`src/mmr_pkg.sv`:
```
// package for the memory module register window
// assumes one system clock shared with the core bus logic
package mmr_pkg;
   // ==========================================
   // register offsets inside the 256-byte window
   localparam logic [7:0] OFF_IN_A = 8'h00;
   localparam logic [7:0] OFF_IN_B = 8'h01;
   localparam logic [7:0] OFF_MODE_A = 8'h02;
   localparam logic [7:0] OFF_MODE_B = 8'h03;
   localparam logic [7:0] OFF_OUT_A = 8'h04;
   localparam logic [7:0] OFF_OUT_B = 8'h05;
   localparam logic [7:0] OFF_DIR_A = 8'h06;
   localparam logic [7:0] OFF_DIR_B = 8'h07;
   localparam logic [7:0] OFF_DRV_A = 8'h08;
   localparam logic [7:0] OFF_DRV_B = 8'h09;
   localparam logic [7:0] OFF_ICELL_A = 8'h0A;
   localparam logic [7:0] OFF_ICELL_B = 8'h0B;
   localparam logic [7:0] OFF_OEST_A = 8'h0C;
   localparam logic [7:0] OFF_OEST_B = 8'h0D;
   localparam logic [7:0] OFF_IN_C = 8'h10;
   localparam logic [7:0] OFF_IN_D = 8'h11;
   localparam logic [7:0] OFF_OUT_C = 8'h12;
   localparam logic [7:0] OFF_OUT_D = 8'h13;
   localparam logic [7:0] OFF_DIR_C = 8'h14;
   localparam logic [7:0] OFF_DIR_D = 8'h15;
   localparam logic [7:0] OFF_DRV_C = 8'h16;
   localparam logic [7:0] OFF_DRV_D = 8'h17;
   localparam logic [7:0] OFF_ICELL_C = 8'h18;
   localparam logic [7:0] OFF_OEST_C = 8'h1A;
   localparam logic [7:0] OFF_OEST_D = 8'h1B;
   localparam logic [7:0] OFF_OCELL_AB = 8'h20;
   localparam logic [7:0] OFF_OCELL_BC = 8'h21;
   localparam logic [7:0] OFF_MASK_AB = 8'h22;
   localparam logic [7:0] OFF_MASK_BC = 8'h23;
   localparam logic [7:0] OFF_PWR0 = 8'hB0;
   localparam logic [7:0] OFF_PWR2 = 8'hB4;
   localparam logic [7:0] OFF_MAIN_PROT = 8'hC0;
   localparam logic [7:0] OFF_BOOT_PROT = 8'hC2;
   localparam logic [7:0] OFF_PAGE = 8'hE0;
   localparam logic [7:0] OFF_SPACE_MAP = 8'hE2;
   // ==========================================
   // reset values and field positions
   localparam logic [7:0] RST_BYTE = 8'h00;
   localparam int PWR0_AUTO_BIT = 1;
   localparam int PWR2_FORCE_BIT = 0;
   localparam int MODE_ADDR_BIT = 0;
   localparam int SEC_BIT = 7;
   localparam int MAP_SRAM_PRG = 0;
   localparam int MAP_BOOT_PRG = 1;
   localparam int MAP_MAIN_PRG = 2;
   localparam int MAP_BOOT_DAT = 3;
   localparam int MAP_MAIN_DAT = 4;
   localparam int MAP_SRAM_DAT = 5;
   localparam logic [7:0] RST_SPACE_MAP = 8'h3F;
   // ==========================================
   // idle time before automatic power-down
   localparam int CLK_MHZ = 100;
   localparam int IDLE_US = 100;
   localparam int IDLE_CYCLES = IDLE_US * CLK_MHZ;
   // ==========================================
   typedef struct packed {
      logic [15:0] addr;
      logic [7:0] wdata;
      logic rd_b;
      logic wr_b;
      logic program_store_enable_b;
      logic ale;
   } mmr_bus_t;
   typedef struct packed {
      logic [7:0] drive;
      logic [7:0] oe;
   } mmr_pin_t;
   typedef enum logic [1:0] {PM_ACTIVE = 2'b00, PM_DOWN = 2'b01} mmr_pm_t;
endpackage

```
`src/mmr_top.sv`:
```
// register window, port pins and memory selects of the memory module
// assumes the core bus and decode logic run on i_clk_sys; pins are async
module mmr_top
   import mmr_pkg::*;
#(
   parameter int IDLE_LIMIT = IDLE_CYCLES,
   parameter int OD_PINS = 4
) (
   input wire logic i_clk_sys,
   input wire logic i_rst_b,
   input wire mmr_bus_t i_bus,
   input wire logic i_window_sel,
   output logic [7:0] o_rdata,
   output logic o_rdata_oe,
   input wire logic [3:0][7:0] i_pin_level,
   output mmr_pin_t [3:0] o_pin,
   output logic [3:0][7:0] o_fast_slew,
   input wire mmr_pin_t [3:0] i_array_pin,
   input wire logic [3:0][7:0] i_special_oe,
   input wire logic [2:0][7:0] i_input_cells,
   output logic [15:0] o_output_cells,
   input wire logic [7:0] i_main_sel,
   input wire logic [3:0] i_boot_sel,
   input wire logic i_sram_sel,
   input wire logic [7:0] i_main_protect,
   input wire logic [3:0] i_boot_protect,
   input wire logic i_security_on,
   input wire logic i_test_port_active,
   output logic [7:0] o_main_cs,
   output logic [3:0] o_boot_cs,
   output logic o_sram_cs,
   output logic [23:0] o_ext_addr,
   output logic o_power_down
);
   initial begin
      if (IDLE_LIMIT < 2 || OD_PINS < 0 || OD_PINS > 8) begin
         $error("mmr_top: bad parameter");
      end
   end

   // ==========================================
   // reset release
   logic [1:0] rst_sync_reg;
   logic rst_n;
   always_ff @(posedge i_clk_sys or negedge i_rst_b) begin
      if (!i_rst_b) begin
         rst_sync_reg <= 2'b00;
      end else begin
         rst_sync_reg <= {rst_sync_reg[0], 1'b1};
      end
   end
   assign rst_n = rst_sync_reg[1];

   // ==========================================
   // pin synchronisers: level accepted once stages two and three agree
   logic [3:0][7:0] pin_s1_reg, pin_s2_reg, pin_s3_reg, pin_level_reg;
   always_ff @(posedge i_clk_sys or negedge rst_n) begin
      if (!rst_n) begin
         pin_s1_reg <= '0;
         pin_s2_reg <= '0;
         pin_s3_reg <= '0;
         pin_level_reg <= '0;
      end else begin
         pin_s1_reg <= i_pin_level;
         pin_s2_reg <= pin_s1_reg;
         pin_s3_reg <= pin_s2_reg;
         for (int p = 0; p < 4; p++) begin
            for (int b = 0; b < 8; b++) begin
               if (pin_s2_reg[p][b] == pin_s3_reg[p][b]) begin
                  pin_level_reg[p][b] <= pin_s3_reg[p][b];
               end
            end
         end
      end
   end

   // ==========================================
   // bus strobes: the core's logic shares our clock, so no synchroniser
   logic wr_prev_reg;
   logic acc_ok;
   logic wr_take;
   logic [7:0] off;
   // test port owns the module while programming; core cycles ignored
   assign acc_ok = i_window_sel && !i_test_port_active;
   assign off = i_bus.addr[7:0];
   assign wr_take = acc_ok && !i_bus.wr_b && wr_prev_reg; // one write per strobe
   always_ff @(posedge i_clk_sys or negedge rst_n) begin
      if (!rst_n) begin
         wr_prev_reg <= 1'b1;
      end else begin
         wr_prev_reg <= i_bus.wr_b;
      end
   end

   // ==========================================
   // port index of a per-port register, or 4 when none
   function automatic logic [2:0] port_of(input logic [7:0] a, input logic [7:0] oa,
                                          input logic [7:0] ob, input logic [7:0] oc,
                                          input logic [7:0] od);
      if (a == oa) begin
         port_of = 3'd0;
      end else if (a == ob) begin
         port_of = 3'd1;
      end else if (a == oc) begin
         port_of = 3'd2;
      end else if (a == od) begin
         port_of = 3'd3;
      end else begin
         port_of = 3'd4;
      end
   endfunction

   logic [2:0] out_idx, dir_idx, drv_idx;
   assign out_idx = port_of(off, OFF_OUT_A, OFF_OUT_B, OFF_OUT_C, OFF_OUT_D);
   assign dir_idx = port_of(off, OFF_DIR_A, OFF_DIR_B, OFF_DIR_C, OFF_DIR_D);
   assign drv_idx = port_of(off, OFF_DRV_A, OFF_DRV_B, OFF_DRV_C, OFF_DRV_D);

   // ==========================================
   // per-port configuration registers
   logic [3:0][7:0] out_val_reg, dir_reg, drv_reg;
   logic [1:0][7:0] mode_reg;
   always_ff @(posedge i_clk_sys or negedge rst_n) begin
      if (!rst_n) begin
         out_val_reg <= {4{RST_BYTE}};
         dir_reg <= {4{RST_BYTE}};
         drv_reg <= {4{RST_BYTE}};
         mode_reg <= {2{RST_BYTE}};
      end else if (wr_take) begin
         if (out_idx != 3'd4) begin
            out_val_reg[out_idx[1:0]] <= i_bus.wdata;
         end else if (dir_idx != 3'd4) begin
            dir_reg[dir_idx[1:0]] <= i_bus.wdata;
         end else if (drv_idx != 3'd4) begin
            drv_reg[drv_idx[1:0]] <= i_bus.wdata;
         end else if (off == OFF_MODE_A) begin
            mode_reg[0] <= i_bus.wdata;
         end else if (off == OFF_MODE_B) begin
            mode_reg[1] <= i_bus.wdata;
         end
      end
   end

   // ==========================================
   // output cells with write masks; a set mask bit keeps the cell
   logic [1:0][7:0] ocell_reg, mask_reg;
   always_ff @(posedge i_clk_sys or negedge rst_n) begin
      if (!rst_n) begin
         ocell_reg <= {2{RST_BYTE}};
         mask_reg <= {2{RST_BYTE}};
      end else if (wr_take) begin
         if (off == OFF_OCELL_AB) begin
            ocell_reg[0] <= (ocell_reg[0] & mask_reg[0]) | (i_bus.wdata & ~mask_reg[0]);
         end else if (off == OFF_OCELL_BC) begin
            ocell_reg[1] <= (ocell_reg[1] & mask_reg[1]) | (i_bus.wdata & ~mask_reg[1]);
         end else if (off == OFF_MASK_AB) begin
            mask_reg[0] <= i_bus.wdata;
         end else if (off == OFF_MASK_BC) begin
            mask_reg[1] <= i_bus.wdata;
         end
      end
   end
   assign o_output_cells = {ocell_reg[1], ocell_reg[0]};

   // ==========================================
   // page, space map and power registers; protection stays read-only
   logic [7:0] page_reg, map_reg, pwr0_reg, pwr2_reg;
   always_ff @(posedge i_clk_sys or negedge rst_n) begin
      if (!rst_n) begin
         page_reg <= RST_BYTE;
         map_reg <= RST_SPACE_MAP;
         pwr0_reg <= RST_BYTE;
         pwr2_reg <= RST_BYTE;
      end else if (wr_take) begin
         if (off == OFF_PAGE) begin
            page_reg <= i_bus.wdata;
         end else if (off == OFF_SPACE_MAP) begin
            map_reg <= i_bus.wdata;
         end else if (off == OFF_PWR0) begin
            pwr0_reg <= i_bus.wdata;
         end else if (off == OFF_PWR2) begin
            pwr2_reg <= i_bus.wdata;
         end
         // writes to the protection offsets fall through untouched
      end
   end
   assign o_ext_addr = {page_reg, i_bus.addr};

   // ==========================================
   // latched address for address-out pins, caught while ale is high
   logic [15:0] lat_addr_reg;
   always_ff @(posedge i_clk_sys or negedge rst_n) begin
      if (!rst_n) begin
         lat_addr_reg <= '0;
      end else if (i_bus.ale) begin
         lat_addr_reg <= i_bus.addr;
      end
   end

   // ==========================================
   // pin drivers: address out beats array, array beats core I/O
   mmr_pin_t [3:0] pin_raw;
   always_comb begin
      for (int p = 0; p < 4; p++) begin
         for (int b = 0; b < 8; b++) begin
            if (p < 2 && mode_reg[p[0]][b]) begin
               pin_raw[p].drive[b] = lat_addr_reg[p * 8 + b];
               pin_raw[p].oe[b] = 1'b1;
            end else if (i_array_pin[p].oe[b] || i_special_oe[p][b]) begin
               pin_raw[p].drive[b] = i_array_pin[p].drive[b];
               pin_raw[p].oe[b] = 1'b1;
            end else begin
               pin_raw[p].drive[b] = out_val_reg[p][b];
               pin_raw[p].oe[b] = dir_reg[p][b];
            end
         end
      end
   end

   // open-drain on the low pins only pulls low; high pins use the bit for slew
   genvar gp, gb;
   generate
      for (gp = 0; gp < 4; gp++) begin : g_port
         for (gb = 0; gb < 8; gb++) begin : g_bit
            if (gb < OD_PINS) begin : g_od
               always_ff @(posedge i_clk_sys or negedge rst_n) begin
                  if (!rst_n) begin
                     o_pin[gp].drive[gb] <= 1'b0;
                     o_pin[gp].oe[gb] <= 1'b0;
                  end else begin
                     o_pin[gp].drive[gb] <= drv_reg[gp][gb] ? 1'b0 : pin_raw[gp].drive[gb];
                     o_pin[gp].oe[gb] <= pin_raw[gp].oe[gb] & (~drv_reg[gp][gb] | ~pin_raw[gp].drive[gb]);
                  end
               end
               assign o_fast_slew[gp][gb] = 1'b0;
            end else begin : g_cmos
               always_ff @(posedge i_clk_sys or negedge rst_n) begin
                  if (!rst_n) begin
                     o_pin[gp].drive[gb] <= 1'b0;
                     o_pin[gp].oe[gb] <= 1'b0;
                  end else begin
                     o_pin[gp].drive[gb] <= pin_raw[gp].drive[gb];
                     o_pin[gp].oe[gb] <= pin_raw[gp].oe[gb];
                  end
               end
               assign o_fast_slew[gp][gb] = drv_reg[gp][gb];
            end
         end
      end
   endgenerate

   // ==========================================
   // power management: no strobe activity for the limit enters power-down
   mmr_pm_t pm_state_reg;
   logic [31:0] idle_cnt_reg;
   logic bus_busy;
   assign bus_busy = !i_bus.rd_b || !i_bus.wr_b || !i_bus.program_store_enable_b || i_bus.ale;
   always_ff @(posedge i_clk_sys or negedge rst_n) begin
      if (!rst_n) begin
         idle_cnt_reg <= '0;
         pm_state_reg <= PM_ACTIVE;
      end else begin
         if (bus_busy) begin
            idle_cnt_reg <= '0;
         end else if (idle_cnt_reg < 32'(IDLE_LIMIT)) begin
            idle_cnt_reg <= idle_cnt_reg + 32'd1;
         end
         case (pm_state_reg)
            PM_ACTIVE: begin
               if (pwr2_reg[PWR2_FORCE_BIT] ||
                   (pwr0_reg[PWR0_AUTO_BIT] && idle_cnt_reg >= 32'(IDLE_LIMIT))) begin
                  pm_state_reg <= PM_DOWN;
               end
            end
            default: begin
               if (bus_busy && !pwr2_reg[PWR2_FORCE_BIT]) begin
                  pm_state_reg <= PM_ACTIVE;
               end
            end
         endcase
      end
   end
   assign o_power_down = (pm_state_reg == PM_DOWN);

   // ==========================================
   // memory selects: only decode array terms, gated by space map and strobes
   logic prg_cyc, dat_cyc;
   assign prg_cyc = !i_bus.program_store_enable_b && !i_test_port_active;
   assign dat_cyc = (!i_bus.rd_b || !i_bus.wr_b) && !i_test_port_active;
   // bus writes reach flash and SRAM only; array and config have no bus path
   assign o_main_cs = i_main_sel & {8{(prg_cyc && map_reg[MAP_MAIN_PRG]) ||
                                       (dat_cyc && map_reg[MAP_MAIN_DAT])}};
   assign o_boot_cs = i_boot_sel & {4{(prg_cyc && map_reg[MAP_BOOT_PRG]) ||
                                       (dat_cyc && map_reg[MAP_BOOT_DAT])}};
   assign o_sram_cs = i_sram_sel && ((prg_cyc && map_reg[MAP_SRAM_PRG]) ||
                                     (dat_cyc && map_reg[MAP_SRAM_DAT]));

   // ==========================================
   // read mux; unmapped offsets read zero
   logic [7:0] rd_mux;
   logic [2:0] in_idx, oest_idx;
   assign in_idx = port_of(off, OFF_IN_A, OFF_IN_B, OFF_IN_C, OFF_IN_D);
   assign oest_idx = port_of(off, OFF_OEST_A, OFF_OEST_B, OFF_OEST_C, OFF_OEST_D);
   always_comb begin
      if (in_idx != 3'd4) begin
         rd_mux = pin_level_reg[in_idx[1:0]];
      end else if (oest_idx != 3'd4) begin
         rd_mux = o_pin[oest_idx[1:0]].oe;
      end else if (out_idx != 3'd4) begin
         rd_mux = out_val_reg[out_idx[1:0]];
      end else if (dir_idx != 3'd4) begin
         rd_mux = dir_reg[dir_idx[1:0]];
      end else if (drv_idx != 3'd4) begin
         rd_mux = drv_reg[drv_idx[1:0]];
      end else if (off == OFF_MODE_A) begin
         rd_mux = mode_reg[0];
      end else if (off == OFF_MODE_B) begin
         rd_mux = mode_reg[1];
      end else if (off == OFF_ICELL_A) begin
         rd_mux = i_input_cells[0];
      end else if (off == OFF_ICELL_B) begin
         rd_mux = i_input_cells[1];
      end else if (off == OFF_ICELL_C) begin
         rd_mux = i_input_cells[2];
      end else if (off == OFF_OCELL_AB) begin
         rd_mux = ocell_reg[0];
      end else if (off == OFF_OCELL_BC) begin
         rd_mux = ocell_reg[1];
      end else if (off == OFF_MASK_AB) begin
         rd_mux = mask_reg[0];
      end else if (off == OFF_MASK_BC) begin
         rd_mux = mask_reg[1];
      end else if (off == OFF_PWR0) begin
         rd_mux = pwr0_reg;
      end else if (off == OFF_PWR2) begin
         rd_mux = pwr2_reg;
      end else if (off == OFF_MAIN_PROT) begin
         rd_mux = i_main_protect;
      end else if (off == OFF_BOOT_PROT) begin
         rd_mux = {i_security_on, 3'b000, i_boot_protect};
      end else if (off == OFF_PAGE) begin
         rd_mux = page_reg;
      end else if (off == OFF_SPACE_MAP) begin
         rd_mux = map_reg;
      end else begin
         rd_mux = 8'h00;
      end
   end

   // read data registered; driver enabled one edge after the strobe
   always_ff @(posedge i_clk_sys or negedge rst_n) begin
      if (!rst_n) begin
         o_rdata <= 8'h00;
         o_rdata_oe <= 1'b0;
      end else begin
         o_rdata <= (acc_ok && !i_bus.rd_b) ? rd_mux : 8'h00;
         o_rdata_oe <= acc_ok && !i_bus.rd_b;
      end
   end
endmodule

```
`config.mk`:
```
export PLATFORM = sky130hd
export DESIGN_NAME = mmr_top
export DESIGN_NICKNAME = d
export VERILOG_FILES = /design/src/mmr_pkg.sv /design/src/mmr_top.sv
export SDC_FILE = /design/constraint.sdc
export NUM_CORES = 1
export LEC_CHECK = 0
export BUFFER_PORTS_ARGS = -buffer_cell sky130_fd_sc_hd__buf_4
export CORE_MARGIN = 2
export CORE_UTILIZATION = 57
export CTS_BUF_LIST = sky130_fd_sc_hd__clkbuf_8
export CTS_CLUSTER_SIZE = 8
export DETAILED_ROUTE_END_ITERATION = 8
export HOLD_SLACK_MARGIN = 0.12
export PLACE_DENSITY = 0.83
export RECOVER_POWER = 100
export SETUP_SLACK_MARGIN = 0.3
export SLEW_MARGIN = 30
export SYNTH_ARGS = -nofsm -noshare
export SYNTH_HDL_FRONTEND = slang
export SYNTH_SLANG_ARGS = --single-unit
```
`constraint.sdc`:
```
create_clock -name i_clk_sys -period 16 [get_ports i_clk_sys]
set_input_delay 3.2 -clock i_clk_sys [delete_from_list [all_inputs] [get_ports i_clk_sys]]
set_output_delay 3.2 -clock i_clk_sys [all_outputs]
set_load 0.01 [all_outputs]
```
; Yosys cells after proc, flatten, opt, wreduce, memory -nomap -nowiden
; Cells that the tools add are included.
[op_classes]
n_mux = 177
n_eq_ne = 73
n_bitwise = 84
order_cmp = 10
add_sub_neg = 1
reduce_logical = 80
[op_table]
columns = op, n
row1 = $mux 8, 29
row2 = $mux 1, 112
row3 = $bwmux 32, 3
row4 = $eq 8x5->1 const B, 11
row5 = $bmux 8 s2, 4
row6 = $mux 32, 2
row7 = $mux 3, 20
row8 = $demux 8 s2, 3
row9 = $eq 8x4->1 const B, 6
row10 = $eq 8x8->1 const B, 6
row11 = $not 1->1, 42
row12 = $and 8x8->8, 5
row13 = $logic_or 1x1->1, 39
row14 = $add 32x1->32 const B, 1
row15 = $bmux 16 s2, 1
row16 = $eq 1x1->1, 32
row17 = $eq 8x3->1 const B, 4
row18 = $eq 8x6->1 const B, 4
row19 = $ge 32x14->1 const B, 1
row20 = $lt 32x14->1 const B, 1
row21 = $logic_and 1x1->1, 18
row22 = $and 1x1->1, 16
row23 = $eq 8x2->1 const B, 2
row24 = $not 8->8, 2
row25 = other kinds (19), 61
[totals]
word_cells = 562
reg_bits = 430
output_inout_bits = 159

; Longest topological paths before layout
; Gate-level depths: netlist (run 1).
[logic_depth]
word_depth = 22
ltp_mapped = 11
depth_no_buf = 6

; Worst setup path after synthesis (run 1)
; OpenSTA, ideal clock, no wires.
[synth_path]
path_kind = input port to output port
from = input port i_bus[3] (netlist bit)
to = output port o_main_cs[0]
required_ns = 12.800
slack_ns = 9.030
arrival_ns = 3.770
path_stages = 4
cell_sequence = nand2_1 > a21oi_1 > nor2_1 > and2_1
[synth_via]
elab_chain_len = 6
[synth_rtl]
columns = element, line
row1 = from (decl), mmr_top.sv:11  ; input wire mmr_bus_t i_bus,
row2 = $logic_not 1->1, mmr_top.sv:288  ; assign dat_cyc = (!i_bus.rd_b || !i_bus.wr_b) && !i_test_port_active;
row3 = $logic_or 1x1->1, mmr_top.sv:288
row4 = $logic_and 1x1->1, mmr_top.sv:288
row5 = $logic_and 1x1->1, mmr_top.sv:291  ; (dat_cyc && map_reg[MAP_MAIN_DAT])}};
row6 = $logic_or 1x1->1, mmr_top.sv:290  ; assign o_main_cs = i_main_sel & {8{(prg_cyc && map_reg[MAP_MAIN_PRG]) ||
row7 = $and 8x8->8, mmr_top.sv:290
row8 = to (decl), mmr_top.sv:29  ; output logic [7:0] o_main_cs,
; No other way between the ends.

; Worst setup path in the final report (run 1)
[layout_path]
from = input port i_bus[12] (netlist bit)
to = register out_val_reg[20] (netlist bit)
[layout_via]
elab_chain_len = 10
elab_cells_between_ends = 16
cone_classes = order compare (2) / eq/ne (5) / mux (7) / reduce/logical (2)
[layout_rtl]
columns = element, line
row1 = $eq 8x5->1, mmr_top.sv:106  ; end else if (a == od) begin
row2 = $mux 3, mmr_top.sv:106
row3 = $mux 3, mmr_top.sv:104  ; end else if (a == oc) begin
row4 = $mux 3, mmr_top.sv:102  ; end else if (a == ob) begin
row5 = $mux 3 (*), mmr_top.sv:100  ; if (a == oa) begin
row6 = $lt 2x3->1 (implied by the code) / $ge 2x1->1 (equally long branches), mmr_top.sv:130  ; out_val_reg[out_idx[1:0]] <= i_bus.wdata;
row7 = $logic_and 1x1->1 (implied by the code), mmr_top.sv:130
row8 = $mux 8 (implied by the code), mmr_top.sv:130
row9 = $demux 8 s2, mmr_top.sv:130
row10 = $bwmux 32, mmr_top.sv:130
row11 = to (signal assigned), mmr_top.sv:124  ; out_val_reg <= {4{RST_BYTE}};
row12 = "to (signal, indexed assignment)", mmr_top.sv:130
row13 = to (decl), mmr_top.sv:120  ; logic [3:0][7:0] out_val_reg, dir_reg, drv_reg;
; Every way passes the cells marked *; elsewhere a longest branch is shown, timed or not.
; A chain may end at the register's enable or synchronous reset.

==> results.py, run 1 <==
metrics = {
    "outcome": {
        "status": "finished, violations left",
        "violations": "capacitance limit, slew limit",
    },
    "placed_design": {
        "port_buffers": 352,
        "gp_congestion": 0.962,
        "postPlaceCellArea_um2": 21700,
        "dpl.hpwl_um": 41300,
    },
    "grt": {
        "grt_pass1_vias": 15002,
        "grt_max_degree": 170,
        "overflow": 0,
        "grt_pass1_wl_um": 89700,
        "grt_use_total_pct": 34.3,
        "antenna_found_initial": 0,
    },
    "setup_path": {
        "worst_setup_path_start_kind": "input pin",
        "r2r_cells": 2,
        "cp.arrival_ns": 10.54,
        "worst-path-max-fanout": 39,
        "rrSetupSlack_ns": 6.31,
        "rr_endpoint": "o_pin[56]",
        "end_kind": "register",
        "crit_required_ns": 16.50,
        "rr_startpoint": "rst_sync_reg[1]",
        "critical_path_class": "input pin to register",
    },
    "timing": {
        "drv_slew": 696,
        "rsz0062_at_grt": "false",
        "fmax_ghz": 0.0995,
        "layout_min_cycle_time_ns": 10.05,
        "finalClockSkew_ns": 0.0306,
        "setup_tns_ns": 0,
        "finalHoldViolCount": 0,
        "period_share_pct": 62.8,
        "tightest_slew_ns": 6.51,
        "relSlewSlack_pct": -334,
        "setup_viol": 0,
    },
    "yosys": {
        "async_reset_ff_share_pct": 100,
        "ys_ff_latch": 429,
        "yosysTopAreaCellShare_pct": 55.3,
        "ys_types": 96,
        "syn_avg_cell_area_um2": 12.4,
        "synth_top_area_cell": "dfrtp_1",
        "ys_top_cells_by_area": "dfrtp_1, mux2_2, nor2_1",
        "synth_most_common_cell": "dfrtp_1",
        "yosysSeqAreaShare_pct": 56.3,
        "synth_edf_count": 0,
        "yosys_most_used_dff": "dfrtp_1",
        "synth_cells": 1543,
        "netlist_top_cells_count": "dfrtp_1, mux2_2, nor2_1, nand2_1, buf_4",
        "netlist_area_um2": 19100,
        "ys_warn_count": 0,
    },
    "clock_tree": {
        "clk_pin_slew_ns": 0.06,
        "cts_tree": "built",
        "root_buffer": "clkbuf_8",
        "cts.sinks": 429,
        "numCtsBuffers": 72,
        "clk_latency_ns": 0.63,
        "holdBufCountCts": 0,
        "h-tree-depth": 3,
        "cts.path.max_buffers": 3,
        "cts_setup_buffers": 0,
        "cts_resized": 0,
    },
    "worst_hold_path": {
        "hold_path_class": "register to register",
        "whs_endpoint": "pin_s2_reg[15]",
        "min_from": "pin_s1_reg[15]",
        "hold_depth": 0,
    },
    "finish": {
        "drive_above_1_share_pct": 28.2,
        "nets": 2084,
        "largest_reg_flops": 64,
        "postLayoutCellArea_um2": 22300,
        "syn_to_final_growth_pct": 16.8,
        "n_antenna_cell": 0,
    },
    "detailed_routing": {
        "firstDrtPassIters": 5,
        "antenna_left": 0,
        "avgViaCountPerCell": 6.08,
        "drc": 0,
        "finalWirelength_um": 59500,
        "wl_per_cell_um": 25.1,
        "drt-initial-drc-count": 1350,
        "dr_total_vias": 14382,
    },
    "pwr": {
        "p_per_area_nw_per_um2": 101,
        "p_leak_uw": 0.0102,
        "power_uw": 2260,
        "vdd_drop_max_mv": 0.0913,
    },
    "floorplanning": {
        "die_area_um2": 35000,
        "ios": 369,
        "die_w_um": 187,
        "die_y_um": 187,
        "design.core.area_um2": 33300,
        "rows": 67,
        "initial_core_util_pct": 57.4,
    },
    "run": {
        "maxCapViolations": 19,
    },
}
cells in the final DEF, fill, tap and decap left out, drive strengths merged, types with 12 or more instances in the layout:
master     n
o22ai     17
dfrtp    422
nand2     88
buf      155
a2bb2oi   12
o21ai     60
nor3      22
maj3      32
clkbuf   299
mux2     196
a21oi     42
o32a      12
and2      35
nand3     27
nor4      15
conb      17
mux4      17
mux2i     36
nor2     140
inv       57
nand4     15
cell type report:
type | count | area [um^2]
Inverter | 32 | 120
Sequential cell | 429 | 10700
Timing Repair Buffer | 367 | 2170
Clock buffer | 87 | 1200
Tap cell | 448 | 561
Multi-Input combinational cell | 970 | 7340
Clock inverter | 32 | 161
Fill cell | 2631 | 11000
routing by layer:
metal | up-vias | GRT usage, % | wire, um
met2 | 790 | 53.8 | 27900
met5 | - | 0 | 0
met3 | 169 | 8.84 | 5430
met1 | 7243 | 45.9 | 23700
li1 | 6180 | - | -
met4 | 0 | 14.3 | 2510
through the flow:
stage / hold WS (ns) / utilization [%] / instances / setup WS [ns]
after floorplan: 0.331 / - / 1558 / 3.17
after global placement: 0.332 / 65.1 / 2245 / 8.72
after detailed placement: 0.335 / 65.1 / 2245 / 8.66
after CTS: 0.344 / 69.2 / 2364 / 8.66
after global routing: 0.351 / 67.0 / 2365 / 4.28
final: 0.343 / 67.0 / 2365 / 5.95
logic make-up after synthesis:
logic type               after synthesis  synth area share, %
adder cells (fa/ha/maj)               34                 1.81
XOR/XNOR                              12                0.551
buffers and inverters                159                 4.80
flip-flops                           429                 56.3
multiplexers                         249                 15.5
AO/OA/AOI/OAI                        242                 8.88
AND/OR/NAND/NOR                      416                 12.2
other                                  2               0.0393
where the power goes:
group,leakage [uW],switching [uW],total (uW),internal [uW]
clock network,0.000785,427,930,503
logic,0.00400,103,179,75.3
registers,0.00543,24.7,1150,1120
critical path: stages:
cell and delay, ns:
clkbuf_1 0.56, clkbuf_1 1.17, nor4b_1 2.07, nand3_1 0.98, nor3_1 2.07, mux2_2 0.45
worst max-delay path by stage:
stage / cells after the start / endpoint / from / slack [ns]
3_3_place_gp: 6 / o_main_cs[1] / i_bus[2] / 8.72
3_5_place_dp: 6 / o_main_cs[6] / i_bus[2] / 8.66
6_report: 6 / out_val_reg[20] / i_bus[12] / 5.95
4_1_cts: 6 / o_main_cs[6] / i_bus[2] / 8.66
5_1_grt: 2 / dir_reg[16] / rst_sync_reg[1] / 4.28
2_1_floorplan: 0 / async pin / rst_sync_reg[1] / 3.17
(Power assumes the default switching activity.)
==> run 2, diff against run 1 <==
- CORE_UTILIZATION: 57 -> 52
- PLACE_DENSITY: 0.83 -> 0.8
- clock period: 16 -> 8.7 ns (I/O delays scaled with it)
==> run 2 against run 1 <==
The flow still finishes with violations (capacitance limit, slew limit). Cell count up 0.80%. Clock power up 84%. Critical path depth down 1. Clock skew up 0.0055 ns. Sequential power up 83%. First-iteration DRC count down 8.3%. Design area up 0.10%. Register-to-register slack worse by 3.1 ns. Flip-flop and latch count unchanged. Global-route usage down 1.8 points. Worst setup slack worse by 3.9 ns. Critical path type unchanged. Critical endpoint is now dir_reg[18].
==> results.py, run 2 (synthesis gave the netlist of run 1 again) <==
metrics = {
    "outcome": {
        "status": "finished, violations left",
        "violations": "capacitance limit, slew limit",
    },
    "finish": {
        "drive_above_1_share_pct": 28.2,
        "syn_to_final_growth_pct": 16.9,
        "layout_commonest_cell": "dfrtp_1",
        "postLayoutCellArea_um2": 22300,
        "nets": 2082,
        "layout_common_cells": "dfrtp_1, mux2_2, buf_4",
        "largest_reg_flops": 64,
        "n_antenna_cell": 0,
        "finish.utilization_pct": 61.4,
    },
    "run": {
        "maxCapViolations": 18,
    },
    "grt": {
        "antenna_found_initial": 1,
        "grt_pass1_vias": 14752,
        "grt_max_degree": 187,
        "grt_use_total_pct": 32.5,
        "grt_pass1_wl_um": 91900,
        "overflow": 0,
    },
    "timing": {
        "drv_slew": 534,
        "setup_tns_ns": 0,
        "tightest_slew_ns": 4.01,
        "period_share_pct": 76.5,
        "fmax_ghz": 0.150,
        "finalClockSkew_ns": 0.0361,
        "relSlewSlack_pct": -167,
        "rsz0062_at_grt": "false",
        "layout_min_cycle_time_ns": 6.66,
        "fin_ws_ns": 2.04,
        "setup_viol": 0,
        "finalHoldViolCount": 0,
    },
    "clock_tree": {
        "clk_latency_ns": 0.65,
        "root_buffer": "clkbuf_8",
        "numCtsBuffers": 72,
        "cts_resized": 0,
        "holdBufCountCts": 0,
        "cts_setup_buffers": 0,
        "cts.path.max_buffers": 3,
        "clk_pin_slew_ns": 0.06,
        "cts_tree": "built",
        "h-tree-depth": 3,
        "cts.sinks": 429,
    },
    "setup_path": {
        "r2r_cells": 2,
        "rrSetupSlack_ns": 3.22,
        "cpLargestDelayFamily": "simple AND/OR/NAND/NOR gates",
        "rr_endpoint": "pin_s2_reg[3]",
        "cp-startpoint": "i_bus[16]",
        "worst-path-stages": 5,
        "critPathCapture": "dir_reg[18]",
        "crit_buf_inv": 1,
        "max_stage_delay_ns": 2.18,
        "cp.arrival_ns": 7.17,
        "cp_slowest_cell": "nor3_1",
        "rr_startpoint": "rst_sync_reg[1]",
        "crit_required_ns": 9.21,
        "worst-path-max-fanout": 41,
        "worst_setup_path_start_kind": "input pin",
        "cp_cell_sequence": "clkbuf_1, and4bb_2, nand2_1, nor3_1, mux2_2",
        "end_kind": "register",
        "critical_path_class": "input pin to register",
    },
    "detailed_routing": {
        "antenna_left": 0,
        "finalWirelength_um": 61900,
        "drt-initial-drc-count": 1238,
        "wl_per_cell_um": 25.9,
        "avgViaCountPerCell": 6.12,
        "dr_total_vias": 14589,
        "drc": 0,
        "firstDrtPassIters": 6,
    },
    "pwr": {
        "combinationalPowerShare_pct": 8.0,
        "p_per_area_nw_per_um2": 186,
        "p_int_uw": 3110,
        "swShare_pct": 25.1,
        "p_sw_uw": 1040,
        "p_clk_share_pct": 41.2,
        "p_leak_uw": 0.0102,
        "sequentialPowerShare_pct": 50.8,
        "vdd_drop_max_mv": 0.135,
    },
    "floorplanning": {
        "design.core.area_um2": 36300,
        "die_area_um2": 38300,
        "initial_core_util_pct": 52.5,
        "die_w_um": 196,
        "die_y_um": 196,
        "rows": 70,
        "ios": 369,
    },
    "placed_design": {
        "post-place-ws_ns": 3.76,
        "dpl.hpwl_um": 43400,
        "postPlaceCellArea_um2": 21700,
        "port_buffers": 352,
        "gp_congestion": 1.04,
    },
    "worst_hold_path": {
        "hold_path_class": "register to register",
    },
}
==> run 2: per-stage QoR <==
step                hold slack (ns)  instances  power [uW]
floorplan                     0.331       1558        2320
global placement              0.332       2263        2490
detailed placement            0.335       2263        2500
CTS                           0.346       2383        4200
global route                  0.351       2384        4300
finish                        0.345       2384        4150
==> run 2: how the worst min path moves through the flow <==
stage	from	cells after the start	slack, ns	endpoint
2_1_floorplan	rst_sync_reg[0]	0	0.33	rst_sync_reg[1]
3_3_place_gp	pin_s1_reg[12]	0	0.33	pin_s2_reg[12]
3_5_place_dp	pin_s1_reg[10]	0	0.33	pin_s2_reg[10]
4_1_cts	pin_s1_reg[18]	0	0.35	pin_s2_reg[18]
5_1_grt	pin_s1_reg[17]	0	0.35	pin_s2_reg[17]
6_report	pin_s1_reg[18]	0	0.34	pin_s2_reg[18]
==> run 2: routing by layer <==
metal  GRT usage (%)  part of all wire [%]  up-vias  routed length, um
met3            7.46                   8.5      187               5290
met4            14.7                   4.6        2               2820
met5               0                 0.021        -                 13
met1            43.9                    40     7366              25000
li1                -                     -     6186                  -
met2            50.6                    47      848              28800
==> run 2: cell type report <==
class                           instances  area [um^2]
Inverter                               32          120
Timing Repair Buffer                  365         2190
Tap cell                              468          586
Clock buffer                           87         1200
Fill cell                            3022        14000
Clock inverter                         33          163
Multi-Input combinational cell        970         7320
Sequential cell                       429        10700
==> run 2: power by group through the flow <==
stage                     combinational, uW  clock [uW]  sequential [uW]
after global routing                    356        1830             2120
after detailed placement                351           0             2150
final                                   332        1710             2110
after floorplan                         157           0             2160
after global placement                  344           0             2140
after CTS                               352        1740             2110
==> run 2: worst register-to-register path: stages (launching register included) <==
cell      delay (ns)
dfrtp_1         1.58
clkbuf_1        2.79
buf_4           1.06
